[src/dmaq_pkg.sv]
package dmaq_pkg;
  localparam int          DMAQ_NCH      = 8;
  localparam int          DMAQ_CNT_W    = 24;
  // Register byte offsets
  localparam logic [11:0] OFF_OPER      = 12'h000;
  localparam logic [11:0] OFF_EVT       = 12'h004;
  localparam logic [4:0]  CH_REGION     = 5'h02;
  localparam logic [1:0]  CH_SAR        = 2'h0;
  localparam logic [1:0]  CH_DAR        = 2'h1;
  localparam logic [1:0]  CH_TCR        = 2'h2;
  localparam logic [1:0]  CH_CTRL       = 2'h3;
  // Field positions
  localparam int          OPER_DME      = 0;
  localparam int          OPER_NMI_FLAG     = 1;
  localparam int          OPER_AE       = 2;
  localparam int          OPER_SEL8     = 14;
  localparam int          OPER_ODT      = 15;
  localparam int          CTRL_DE       = 0;
  localparam int          CTRL_TE       = 1;
  localparam int          CTRL_IE       = 2;
  localparam int          CTRL_SAM      = 3;
  // Request word decode values
  localparam logic [1:0]  RQ_ID_CLR     = 2'h0;
  localparam logic [1:0]  RQ_MD_ALL     = 2'h2;
  localparam logic [1:0]  RQ_MD_ONE     = 2'h3;
  localparam logic [2:0]  RQ_SZ_ALL     = 3'h6;
  localparam logic [2:0]  RQ_SZ_HI      = 3'h5;
  localparam logic [7:0]  PERIPH_TOP    = 8'hFF;
  // Event codes, channel 0 first, address error last
  localparam logic [11:0] EVT_CODE [DMAQ_NCH] = '{12'h640, 12'h660, 12'h680, 12'h6A0,
                                                 12'h780, 12'h7A0, 12'h7C0, 12'h7E0};
  localparam logic [11:0] EVT_AE        = 12'h6C0;
  localparam logic [31:0] ADDR_STEP     = 32'h0000_0004;
  localparam logic [1:0]  RESP_OKAY     = 2'h0;
  localparam logic [1:0]  RESP_SLVERR   = 2'h2;
  // Timing
  localparam int          CLK_NS        = 20;
  localparam int          BUS_NS        = 80;
  localparam int          BUS_CYC       = (BUS_NS + CLK_NS - 1) / CLK_NS;

  typedef struct packed {
    logic [2:0]  size;
    logic        rsv;
    logic [1:0]  chan_id;
    logic [1:0]  mode;
    logic [3:0]  count_hi;
    logic [19:0] rest;
  } dmaq_req_t;

  typedef enum logic [1:0] {ST_IDLE = 2'b01, ST_BUSY = 2'b10} dmaq_state_t;
endpackage : dmaq_pkg

[src/dmaq_ctrl.sv]
// Contract
// - Decode special request words as queue clears
// - Per-channel clear needs eight-channel select set
// - ID00 MD10 SZ110 clears queues 1-7, ch0 flag
// - Mode 11 nibble 0001 clears ch0 flag
// - Nibbles 0010..1000 clear channel 1..7 queue
// - Size 31:29, ID 27:26, mode 25:24, nibble 23:20
// - Count done with irq enable raises irq
// - Fixed event codes, channel 0 highest priority
// - NMI input always sets nmi flag
// - NMI stops new transfers, count and addresses held after current bus cycle
// - Master disable stops after current bus cycle
// - Run needs master and channel enable
// - Single-address peripheral target flags address error
// - Address error halts all, clear by read-then-zero
`timescale 1ns/100ps
`default_nettype none
module dmaq_ctrl
  import dmaq_pkg::*;
#(
  parameter int NCH   = dmaq_pkg::DMAQ_NCH,
  parameter int QMAX  = 3
) (
  // Clock and reset
  input  wire logic                 aclk,
  input  wire logic                 aresetn,
  // AXI4-Lite slave
  input  wire logic [11:0]          s_axi_awaddr,
  input  wire logic                 s_axi_awvalid,
  output logic                      s_axi_awready,
  input  wire logic [31:0]          s_axi_wdata,
  input  wire logic [3:0]           s_axi_wstrb,
  input  wire logic                 s_axi_wvalid,
  output logic                      s_axi_wready,
  output logic [1:0]                s_axi_bresp,
  output logic                      s_axi_bvalid,
  input  wire logic                 s_axi_bready,
  input  wire logic [11:0]          s_axi_araddr,
  input  wire logic                 s_axi_arvalid,
  output logic                      s_axi_arready,
  output logic [31:0]               s_axi_rdata,
  output logic [1:0]                s_axi_rresp,
  output logic                      s_axi_rvalid,
  input  wire logic                 s_axi_rready,
  // On-demand request words
  input  wire logic                 req_valid,
  input  wire dmaq_pkg::dmaq_req_t  req_word,
  output logic                      req_ready,
  // Non-maskable interrupt, one-cycle pulse
  input  wire logic                 nmi_in,
  // Transfer side
  output logic                      transfer_ack,
  output logic [2:0]                ack_channel,
  output logic [31:0]               bus_addr,
  // Interrupt request
  output logic                      irq,
  output logic [11:0]               irq_code
);
  import dmaq_pkg::*;

  // ----------------------------------------------------------------
  // Control state
  // ----------------------------------------------------------------
  logic                  master_enable_bit, nmi_flag, ae, sel8, odt, ae_arm, nmi_flag_arm;
  logic [31:0]           source_address_reg [NCH];
  logic [31:0]           destination_address_reg [NCH];
  logic [DMAQ_CNT_W-1:0] tcr [NCH];
  logic [3:0]            ctrl [NCH];
  logic [1:0]            pend [NCH];
  logic [NCH-1:0]        pend_nz, elig, qclr, qinc, done_v, te_v, ie_v;
  dmaq_state_t           state;
  logic [2:0]            cur, pick;
  logic                  any_elig, ae_hit, ae_set;
  logic [7:0]            bcnt;

  // ----------------------------------------------------------------
  // AXI4-Lite slave
  // ----------------------------------------------------------------
  logic [11:0] aw_q;
  logic [31:0] w_q;
  logic        aw_h, w_h, wr_do, wr_ok, rd_ok;
  logic [31:0] rd_mux;
  wire         aw_ch = aw_q[11:7] == CH_REGION;
  wire  [2:0]  aw_n  = aw_q[6:4];
  wire  [1:0]  aw_r  = aw_q[3:2];
  wire         ar_ch = s_axi_araddr[11:7] == CH_REGION;
  wire  [2:0]  ar_n  = s_axi_araddr[6:4];
  wire         ar_go = s_axi_arvalid & s_axi_arready;

  assign wr_do = aw_h & w_h & ~s_axi_bvalid;
  assign wr_ok = aw_ch | (aw_q == OFF_OPER);

  always_ff @(posedge aclk) begin
    if (!aresetn) begin
      aw_h <= 1'b0; w_h <= 1'b0; aw_q <= 12'h000; w_q <= 32'h0000_0000;
      s_axi_awready <= 1'b0; s_axi_wready <= 1'b0;
      s_axi_bvalid <= 1'b0; s_axi_bresp <= RESP_OKAY;
    end else begin
      if (s_axi_awvalid & s_axi_awready) begin
        aw_h <= 1'b1; aw_q <= s_axi_awaddr;
      end
      if (s_axi_wvalid & s_axi_wready) begin
        w_h <= 1'b1; w_q <= s_axi_wdata;
      end
      s_axi_awready <= ~aw_h & ~(s_axi_awvalid & s_axi_awready);
      s_axi_wready  <= ~w_h & ~(s_axi_wvalid & s_axi_wready);
      if (wr_do) begin
        aw_h <= 1'b0; w_h <= 1'b0; s_axi_bvalid <= 1'b1;
        s_axi_bresp <= wr_ok ? RESP_OKAY : RESP_SLVERR;
      end else if (s_axi_bvalid & s_axi_bready) begin
        s_axi_bvalid <= 1'b0;
      end
    end
  end

  always_comb begin
    rd_ok  = 1'b1;
    rd_mux = 32'h0000_0000;
    if (ar_ch) begin
      case (s_axi_araddr[3:2])
        CH_SAR:  rd_mux = source_address_reg[ar_n];
        CH_DAR:  rd_mux = destination_address_reg[ar_n];
        CH_TCR:  rd_mux = {{(32-DMAQ_CNT_W){1'b0}}, tcr[ar_n]};
        default: rd_mux = {28'h000_0000, ctrl[ar_n]};
      endcase
    end else if (s_axi_araddr == OFF_OPER) begin
      rd_mux[OPER_DME] = master_enable_bit;   rd_mux[OPER_NMI_FLAG] = nmi_flag; rd_mux[OPER_AE] = ae;
      rd_mux[OPER_SEL8] = sel8; rd_mux[OPER_ODT] = odt;
    end else if (s_axi_araddr == OFF_EVT) begin
      rd_mux = {19'h0_0000, irq, irq_code};
    end else begin
      rd_ok = 1'b0;
    end
  end

  always_ff @(posedge aclk) begin
    if (!aresetn) begin
      s_axi_arready <= 1'b0; s_axi_rvalid <= 1'b0;
      s_axi_rdata <= 32'h0000_0000; s_axi_rresp <= RESP_OKAY;
    end else begin
      s_axi_arready <= ~s_axi_rvalid & ~ar_go;
      if (ar_go) begin
        s_axi_rvalid <= 1'b1; s_axi_rdata <= rd_mux;
        s_axi_rresp <= rd_ok ? RESP_OKAY : RESP_SLVERR;
      end else if (s_axi_rvalid & s_axi_rready) begin
        s_axi_rvalid <= 1'b0;
      end
    end
  end

  // ----------------------------------------------------------------
  // Operation register and error flags
  // ----------------------------------------------------------------
  wire oper_wr = wr_do & (aw_q == OFF_OPER) & s_axi_wstrb[0];
  wire oper_rd = ar_go & (s_axi_araddr == OFF_OPER);

  always_ff @(posedge aclk) begin
    if (!aresetn) begin
      master_enable_bit <= 1'b0; sel8 <= 1'b0; odt <= 1'b0;
      nmi_flag <= 1'b0; ae <= 1'b0; ae_arm <= 1'b0; nmi_flag_arm <= 1'b0;
    end else begin
      if (oper_wr) master_enable_bit <= w_q[OPER_DME];
      if (wr_do & (aw_q == OFF_OPER) & s_axi_wstrb[1]) begin
        sel8 <= w_q[OPER_SEL8]; odt <= w_q[OPER_ODT];
      end
      if (oper_rd) begin
        ae_arm <= ae; nmi_flag_arm <= nmi_flag;
      end
      if (nmi_in) nmi_flag <= 1'b1;
      else if (oper_wr & nmi_flag_arm & ~w_q[OPER_NMI_FLAG]) nmi_flag <= 1'b0;
      if (ae_set) ae <= 1'b1;
      else if (oper_wr & ae_arm & ~w_q[OPER_AE]) ae <= 1'b0;
    end
  end

  // ----------------------------------------------------------------
  // Request word decode
  // ----------------------------------------------------------------
  // field layout via struct
  wire req_go  = req_valid & req_ready;
  wire clr_all = req_word.chan_id == RQ_ID_CLR & req_word.mode == RQ_MD_ALL
                 & req_word.size == RQ_SZ_ALL;
  wire one_cmd = req_word.chan_id == RQ_ID_CLR & req_word.mode == RQ_MD_ONE;
  wire clr_one = one_cmd & sel8;
  wire [2:0] req_ch = {sel8 & (req_word.size == RQ_SZ_HI), req_word.chan_id};
  wire [3:0] nib_m1 = req_word.count_hi - 4'h1;

  always_comb begin
    qclr = '0;
    qinc = '0;
    if (req_go) begin
      if (clr_all) qclr = '1;
      else if (clr_one && req_word.count_hi != 4'h0 && nib_m1 < 4'(NCH))
        qclr[nib_m1[2:0]] = 1'b1;
      else if (!one_cmd) qinc[req_ch] = 1'b1;
    end
  end

  always_ff @(posedge aclk) begin
    if (!aresetn) req_ready <= 1'b0;
    else          req_ready <= odt;
  end

  // ----------------------------------------------------------------
  // Channel registers and queues
  // ----------------------------------------------------------------
  genvar g;
  generate
    for (g = 0; g < NCH; g++) begin : g_ch
      wire sel = wr_do & aw_ch & (aw_n == 3'(g));
      assign pend_nz[g] = pend[g] != 2'h0;
      assign te_v[g]    = ctrl[g][CTRL_TE];
      assign ie_v[g]    = ctrl[g][CTRL_IE];
      assign elig[g]    = pend_nz[g] & master_enable_bit & ctrl[g][CTRL_DE] & ~te_v[g] & ~nmi_flag & ~ae;
      always_ff @(posedge aclk) begin
        if (!aresetn) begin
          source_address_reg[g] <= 32'h0000_0000; destination_address_reg[g] <= 32'h0000_0000;
          tcr[g] <= '0; ctrl[g] <= 4'h0; pend[g] <= 2'h0;
        end else begin
          if (qclr[g]) pend[g] <= 2'h0;
          else if (qinc[g] & ~done_v[g] & pend[g] != 2'(QMAX)) pend[g] <= pend[g] + 2'h1;
          else if (done_v[g] & ~qinc[g]) pend[g] <= pend[g] - 2'h1;
          if (done_v[g]) begin
            source_address_reg[g] <= source_address_reg[g] + ADDR_STEP;
            destination_address_reg[g] <= destination_address_reg[g] + ADDR_STEP;
            tcr[g] <= tcr[g] - 1'b1;
            if (tcr[g] == DMAQ_CNT_W'(1)) ctrl[g][CTRL_TE] <= 1'b1;
          end
          if (sel && aw_r == CH_SAR) source_address_reg[g] <= w_q;
          if (sel && aw_r == CH_DAR) destination_address_reg[g] <= w_q;
          if (sel && aw_r == CH_TCR) tcr[g] <= w_q[DMAQ_CNT_W-1:0];
          if (sel && aw_r == CH_CTRL) ctrl[g] <= w_q[3:0];
        end
      end
    end
  endgenerate

  // ----------------------------------------------------------------
  // Transfer engine
  // ----------------------------------------------------------------
  always_comb begin
    pick = 3'h0;
    any_elig = 1'b0;
    for (int i = NCH - 1; i >= 0; i--) begin
      if (elig[i]) begin
        pick = 3'(i);
        any_elig = 1'b1;
      end
    end
  end

  assign ae_hit = ctrl[pick][CTRL_SAM] & (source_address_reg[pick][31:24] == PERIPH_TOP);
  assign ae_set = state == ST_IDLE & any_elig & ae_hit;
  wire   b_end  = state == ST_BUSY & bcnt == 8'(BUS_CYC - 1);
  assign done_v = b_end ? (NCH'(1) << cur) : '0;

  always_ff @(posedge aclk) begin
    if (!aresetn) begin
      state <= ST_IDLE; cur <= 3'h0; bcnt <= 8'h00;
      transfer_ack <= 1'b0; ack_channel <= 3'h0; bus_addr <= 32'h0000_0000;
    end else begin
      transfer_ack <= 1'b0;
      case (state)
        ST_IDLE: begin
          if (any_elig & ~ae_hit) begin
            state <= ST_BUSY; cur <= pick; bcnt <= 8'h00;
            transfer_ack <= 1'b1; ack_channel <= pick; bus_addr <= source_address_reg[pick];
          end
        end
        ST_BUSY: begin
          bcnt <= bcnt + 8'h01;
          if (b_end) state <= ST_IDLE;
        end
        default: state <= ST_IDLE;
      endcase
    end
  end

  // ----------------------------------------------------------------
  // Interrupt request and event code
  // ----------------------------------------------------------------
  logic [11:0] next_code;
  logic        next_irq;
  always_comb begin
    next_code = 12'h000;
    next_irq  = 1'b0;
    if (ae) begin
      next_code = EVT_AE;
      next_irq  = 1'b1;
    end
    for (int i = NCH - 1; i >= 0; i--) begin
      if (te_v[i] & ie_v[i]) begin
        next_code = EVT_CODE[i];
        next_irq  = 1'b1;
      end
    end
  end

  always_ff @(posedge aclk) begin
    if (!aresetn) begin
      irq <= 1'b0; irq_code <= 12'h000;
    end else begin
      irq <= next_irq; irq_code <= next_code;
    end
  end
endmodule : dmaq_ctrl
`default_nettype wire

[config.mk]
export PLATFORM = sky130hd
export DESIGN_NAME = dmaq_ctrl
export DESIGN_NICKNAME = d
export VERILOG_FILES = /design/src/dmaq_pkg.sv /design/src/dmaq_ctrl.sv
export SDC_FILE = /design/constraint.sdc
export NUM_CORES = 2
export LEC_CHECK = 0
export BUFFER_PORTS_ARGS = -buffer_cell sky130_fd_sc_hd__buf_2
export CAP_MARGIN = 5
export CORE_AREA = 5 5 361 363
export CTS_CLUSTER_DIAMETER = 60
export DETAILED_ROUTE_END_ITERATION = 10
export DIE_AREA = 0 0 366 368
export SLEW_MARGIN = 20
export SYNTH_ARGS = -nofsm -noshare
export SYNTH_HDL_FRONTEND = slang
export SYNTH_SLANG_ARGS = --single-unit
[constraint.sdc]
create_clock -name aclk -period 3.6 [get_ports aclk]
set_clock_uncertainty 0.2 [all_clocks]
set_input_delay 0.72 -clock aclk [delete_from_list [all_inputs] [get_ports aclk]]
set_output_delay 0.72 -clock aclk [all_outputs]
set_load 0.05 [all_outputs]
; ---- Word level (Yosys, flattened, before mapping)
; Memories as Yosys holds them, arrays and structs flattened.
; Cells that the tools add are included.
[totals]
elab_cells = 867
mem_bits_rw = 752
out_inout_bits = 91
reg_bits = 154
n_memories = 5
input_bits = 101
[memory_table]
columns = memory, words, word_bits, rd, rd_ports_with_merged_regs, write_ports, line
row1 = destination_address_reg, 8, 32, 9, 0, 8, dmaq_ctrl.sv:66  ; logic [31:0] destination_address_reg [NCH];
row2 = source_address_reg, 8, 32, 10, 0, 8, dmaq_ctrl.sv:65  ; logic [31:0] source_address_reg [NCH];
row3 = tcr, 8, 24, 9, 0, 8, dmaq_ctrl.sv:67  ; logic [DMAQ_CNT_W-1:0] tcr [NCH];
row4 = ctrl, 8, 4, 10, 0, 8, dmaq_ctrl.sv:68  ; logic [3:0] ctrl [NCH];
row5 = pend, 8, 2, 8, 0, 8, dmaq_ctrl.sv:69  ; logic [1:0] pend [NCH];
[op_classes]
eq_ne = 41
muxes = 425
reduce_logical = 65
order_cmp = 5
shift = 1
bitwise_logic = 252
addsub = 42
[op_table]
columns = operator, count
row1 = 2-to-1 mux 32 bit, 33
row2 = "adder 32 x 3 -> 32 bit, second input constant", 16
row3 = 2-to-1 mux 24 bit, 16
row4 = 2-to-1 mux 1 bit, 304
row5 = "== test 24 x 1 -> 1 bit, second input constant", 8
row6 = "subtractor 24 x 1 -> 24 bit, second input constant", 8
row7 = AND 1 bit, 110
row8 = 2-to-1 mux 11 bit, 10
row9 = OR 1 bit, 105
row10 = case mux 32 bit (3 select lines), 1
row11 = 2-to-1 mux 2 bit, 37
row12 = 2-to-1 mux 8 bit, 9
row13 = inverter 1 bit, 37
row14 = logical AND 1 bit, 36
row15 = 2-to-1 mux 3 bit, 9
row16 = nonzero test 2 bit, 13
row17 = zero test 12 bit, 2
row18 = "== test 3 bit, second input constant", 6
row19 = "inequality test 2 bit, second input constant", 9
row20 = "adder 2 x 1 -> 2 bit, second input constant", 8
row21 = 2-to-1 mux 16 bit, 1
row22 = case mux 8 bit (2 select lines), 1
row23 = "subtractor 2 x 1 -> 2 bit, second input constant", 8
row24 = 2-to-1 mux 13 bit, 1
row25 = other kinds (25), 43

; ---- Depth between registers and ports, before layout
; An unclocked memory read counts as a cell.
[depth]
ltp_word = 22
depth_mapped = 17

; ---- Worst setup path before layout
; No wires, ideal clock.
[synth_path]
kind = reg-to-reg
start = register s_axi_bvalid
end = memory tcr[4][0], enable pin
setup_ns = 0.438
required_ns = 2.962
arrival_ns = 3.276
path_slack_ns = -0.314
path_stages_with_launch = 7
cell_sequence = dfxtp_1 nand3b_1 nor2_1 nand2_1 or3_1 clkbuf_1 o21ai_0
[synth_lines]
columns = element, line
row1 = from (decl), dmaq_ctrl.sv:36  ; output logic s_axi_bvalid,
row2 = from (signal assigned), dmaq_ctrl.sv:97  ; s_axi_bvalid <= 1'b0; s_axi_bresp <= RESP_OKAY;
row3 = from (signal assigned), dmaq_ctrl.sv:108  ; aw_h <= 1'b0; w_h <= 1'b0; s_axi_bvalid <= 1'b1;
row4 = from (signal assigned), dmaq_ctrl.sv:111  ; s_axi_bvalid <= 1'b0;
row5 = to (decl), dmaq_ctrl.sv:67

==> metrics.md <==
| Metric | Value |
|---|---|
| Startpoint Class | register |
| I/O pin count | 192 |
| Die span in x | 366 µm |
| Outcome | finished with violations |
| Worst-skew pair later-pin latency | just over 0.7 ns |
| Post-DP Area | 61320 µm² |
| Die height | 368 µm |
| Ys Warns | 0 |
| Hold/Removal Path Class | input pin to register |
| Number of max-cap violations | 0 |
| Row cnt | 131 |
| CP peak stage delay | 0.40 ns |
| Clk slew on worst S/H paths | 0.06 ns |
| Max-slew violation count | 0 |
| Avg Inst Size Synth | 9.506 µm² |
| Final wirelength | 207.5 mm |
| Fmax | 261.4 MHz |
| Synth Flop Type | edfxtp_1 |
| Fin crit share | 106.2% |
| CP Cell Sequence | inv_1 -> ha_2 -> or3b_4 -> a41oi_4 -> buf_6 -> and3_4 -> buf_6 -> mux2i_1 -> mux2i_1 -> o21ai_2 -> a2111oi_4 -> buf_4 -> nand4_1 -> buf_6 -> clkbuf_16 -> a21oi_2 -> nor3_2 |
| Pwr/cell area | 395.9 nW/µm² |
| Wire length per cell | 26.07 µm |
| Critical path capture point type | register |
| Detailed placement HPWL | 151.5 mm |
| Bufs on Longest Clock Path | 3 |
| Fin area | 66100 µm² |
| Die Area | 134700 µm² |
| Final count of hold timing violations | 0 |
| Failing checks | setup timing |
| # DRC | 0 |
| DR vias/cell | roughly 6.1 |
| Post-place setup slack | -0.3913 ns |
| EDFF count, synth | between 700 and 800 |
| Most frequent CP cell | buf_6 |
| Gate Count Post-Synth | 5958 |
| First-pass GRT wire length | ~310 mm |
| Largest fanout on the critical path | 7 |
| Area grow syn2layout | 16.70% |
| Crit-path slowest cell | or3b_4 |
| Sequential fraction of the synthesis area | 45.00% |
| Routed via count | approximately 49000 |
| Grt total ovfl | 0 |
| Cts bufs inserted | 108 |
| FFs w/ async S/R, synth | 0% |
| Setup violations, final | 47 |
| CP required | 3.97 ns |
| Fin util | 52.17% |
| Post-layout net count | 6348 |
| Clk root buf | clkbuf_16 |
| Yosys cell types | 85 |
| Initial core utilization | around 45% |
| Vias in the first global route | about 46000 |
| Critical path arrival | 4.20 ns |
| Total core area | 126700 µm² |
| Initial antenna violation count | 10 |
| Iter 0 DRT Violations | 5830 |
| Placer Congestion | 0.9945 |
| Htree depth | 3 |
| CTS Sinks | 897 |
| Count of buffers from port buffering | 160 |
| Layout cells sized above 1 | between 10% and 20% |
| FF+latch count, synth | 897 |
| VDD IR max | 0.0003436 V |
| Largest net degree at the start of global routing | 94 |
| Rel. slew slack | 18.96% |
| CTS tree | built |
| TNS Setup | -6.592 ns |
| RSZ-0062 raised after global routing | yes |
| Worst Max-Slew Pin Slew | around 1.2 ns |
| Min Tclk post-route | 3.825 ns |
| Tot GR Track Use | 29.83% |
| 1st-pass router iterations | 6 |
| Synth Cell Area | 56640 µm² |
| Critical path class | register to register |
| Fin worst setup slack | -0.2250 ns |
| Final ANT Viol Nets | 0 |
| P_leak | 22.82 nW |
| Fillers | about 11000 |
[power breakdown]
group	internal [mW]	switching, mW
Sequential	11.6	0.522
Combinational	0.877	1.35
Clock	7.08	4.77
[stage by stage]
step	cells	hold slack [ns]	power (mW)
floorplan	5965	0.2261	13.38
global placement	7712	0.2375	14.43
detailed placement	7712	0.2451	14.46
CTS	7949	0.002150	26.24
global route	7954	0.01803	26.88
finish	7961	0.03412	26.17
[worst max-delay path: cells and delay by family (launching register included)]
kind,cells,cell delay (ns)
AND/OR/NAND/NOR,4,0.86
AO/OA/AOI/OAI,4,0.91
adder cells (fa/ha/maj),1,0.19
multiplexers,2,0.28
flip-flops,1,0.35
buffers and inverters,6,0.87
[synthesized netlist by cell type, drive strengths merged (5+ instances only)]
library cell     n  area (µm²)
nor3b           17       137.6
mux4           218        4910
edfxtp         752       22580
nor2b           21       131.4
nand4b           6       52.55
mux2i           37       370.4
nor2           261       997.2
or2             16       102.6
xor2           342        2995
o31ai           87       653.1
a211oi          15       112.6
and4            29       254.0
a221oi           9       78.83
nand3b           7       52.55
and3           173        1082
o21a             7       52.55
and2            23       143.9
xnor2          276        2417
nor4            60       375.4
or3             26       162.7
ha              50       625.6
a21oi          113       573.1
a22o            14       122.6
o22ai            9       56.30
nand4           74       462.9
dfxtp          145        2903
nand2b          36       225.2
a21o             8       60.06
or4             19       146.4
and4b            6       60.06
nand3          380        1907
buf             89       437.9
o21ai          677        3396
a32oi            5       43.79
nor3           143       755.7
mux2            12       135.1
inv             81       304.0
a31oi            9       56.30
or3b             8       72.57
nand2         1326        4982
clkbuf         328        1231
[path summary, 6_finish.rpt]
path                        start  depth (start not counted)         endpoint  slack [ns]
setup / recovery       pend[1][4]                         17     bus_addr[22]       -0.22
setup reg to reg       pend[1][4]                         17     bus_addr[22]       -0.22
hold reg to reg   s_axi_rdata[28]                          2  s_axi_rdata[28]        0.25
hold / removal    s_axi_wdata[13]                          3          w_q[13]        0.03
[cell usage in the layout (no fill, tap or decap), types with 16 or more instances in the layout]
master	n
nand2_1	1320
edfxtp_1	752
o21ai_0	651
nand3_1	372
xor2_1	342
buf_4	297
xnor2_1	276
nor2_1	233
mux4_2	218
and3_1	172
buf_2	156
dfxtp_1	142
nor3_1	129
clkbuf_16	122
o31ai_1	87
a21oi_1	86
inv_1	79
nand4_1	74
buf_12	60
nor4_1	59
ha_1	46
nand2b_1	36
mux2i_1	36
and4_1	28
or3_1	24
and2_1	22
nor2_2	22
nor2b_1	21
a21oi_2	20
clkbuf_8	19
or4_1	18
clkbuf_1	16
[cell type report]
type | count | area [µm²] | area share [%]
diodes | 10 | 25.02 | 0.03786
clock buffers | 154 | 3322 | 5.026
clock inverters | 48 | 525.5 | 0.7950
inverters | 81 | 309.0 | 0.4676
multi-input cells | 4570 | 29770 | 45.05
flip-flops and latches | 897 | 25490 | 38.56
well taps | 1662 | 2079 | 3.146
repair buffers | 539 | 4574 | 6.921
[cell families after synthesis]
kind of cell    after synthesis  share of synthesized area (%)
other cells                   1                       0.006621
flops                       897                          45.00
xor+xnor                    618                          9.557
compound gates              992                          9.857
fa+ha+maj                    50                          1.105
buf+inv                     498                          3.484
simple gates               2635                          21.44
mux                         267                          9.561
[what timing repair did]
item | 4_1_cts | 5_1_grt
buffers inserted | 26 | 2
cloned | 4 | 1
pin swaps | 34 | 19
gates resized for setup | 70 | 53
hold endpoints to repair | 7 | 0
hold buffers | 7 | 0
endpoints found under the setup margin | 47 | 217
[layer usage]
metal,vias to the layer above,global-route usage [%],wire (µm)
met5,-,2.315,437
met4,4,13.87,11820
met3,526,7.111,19370
met2,2376,47.88,95480
met1,23940,38.18,80390
li1,21960,-,-
No activity file was read; power rests on OpenSTA's default activity.
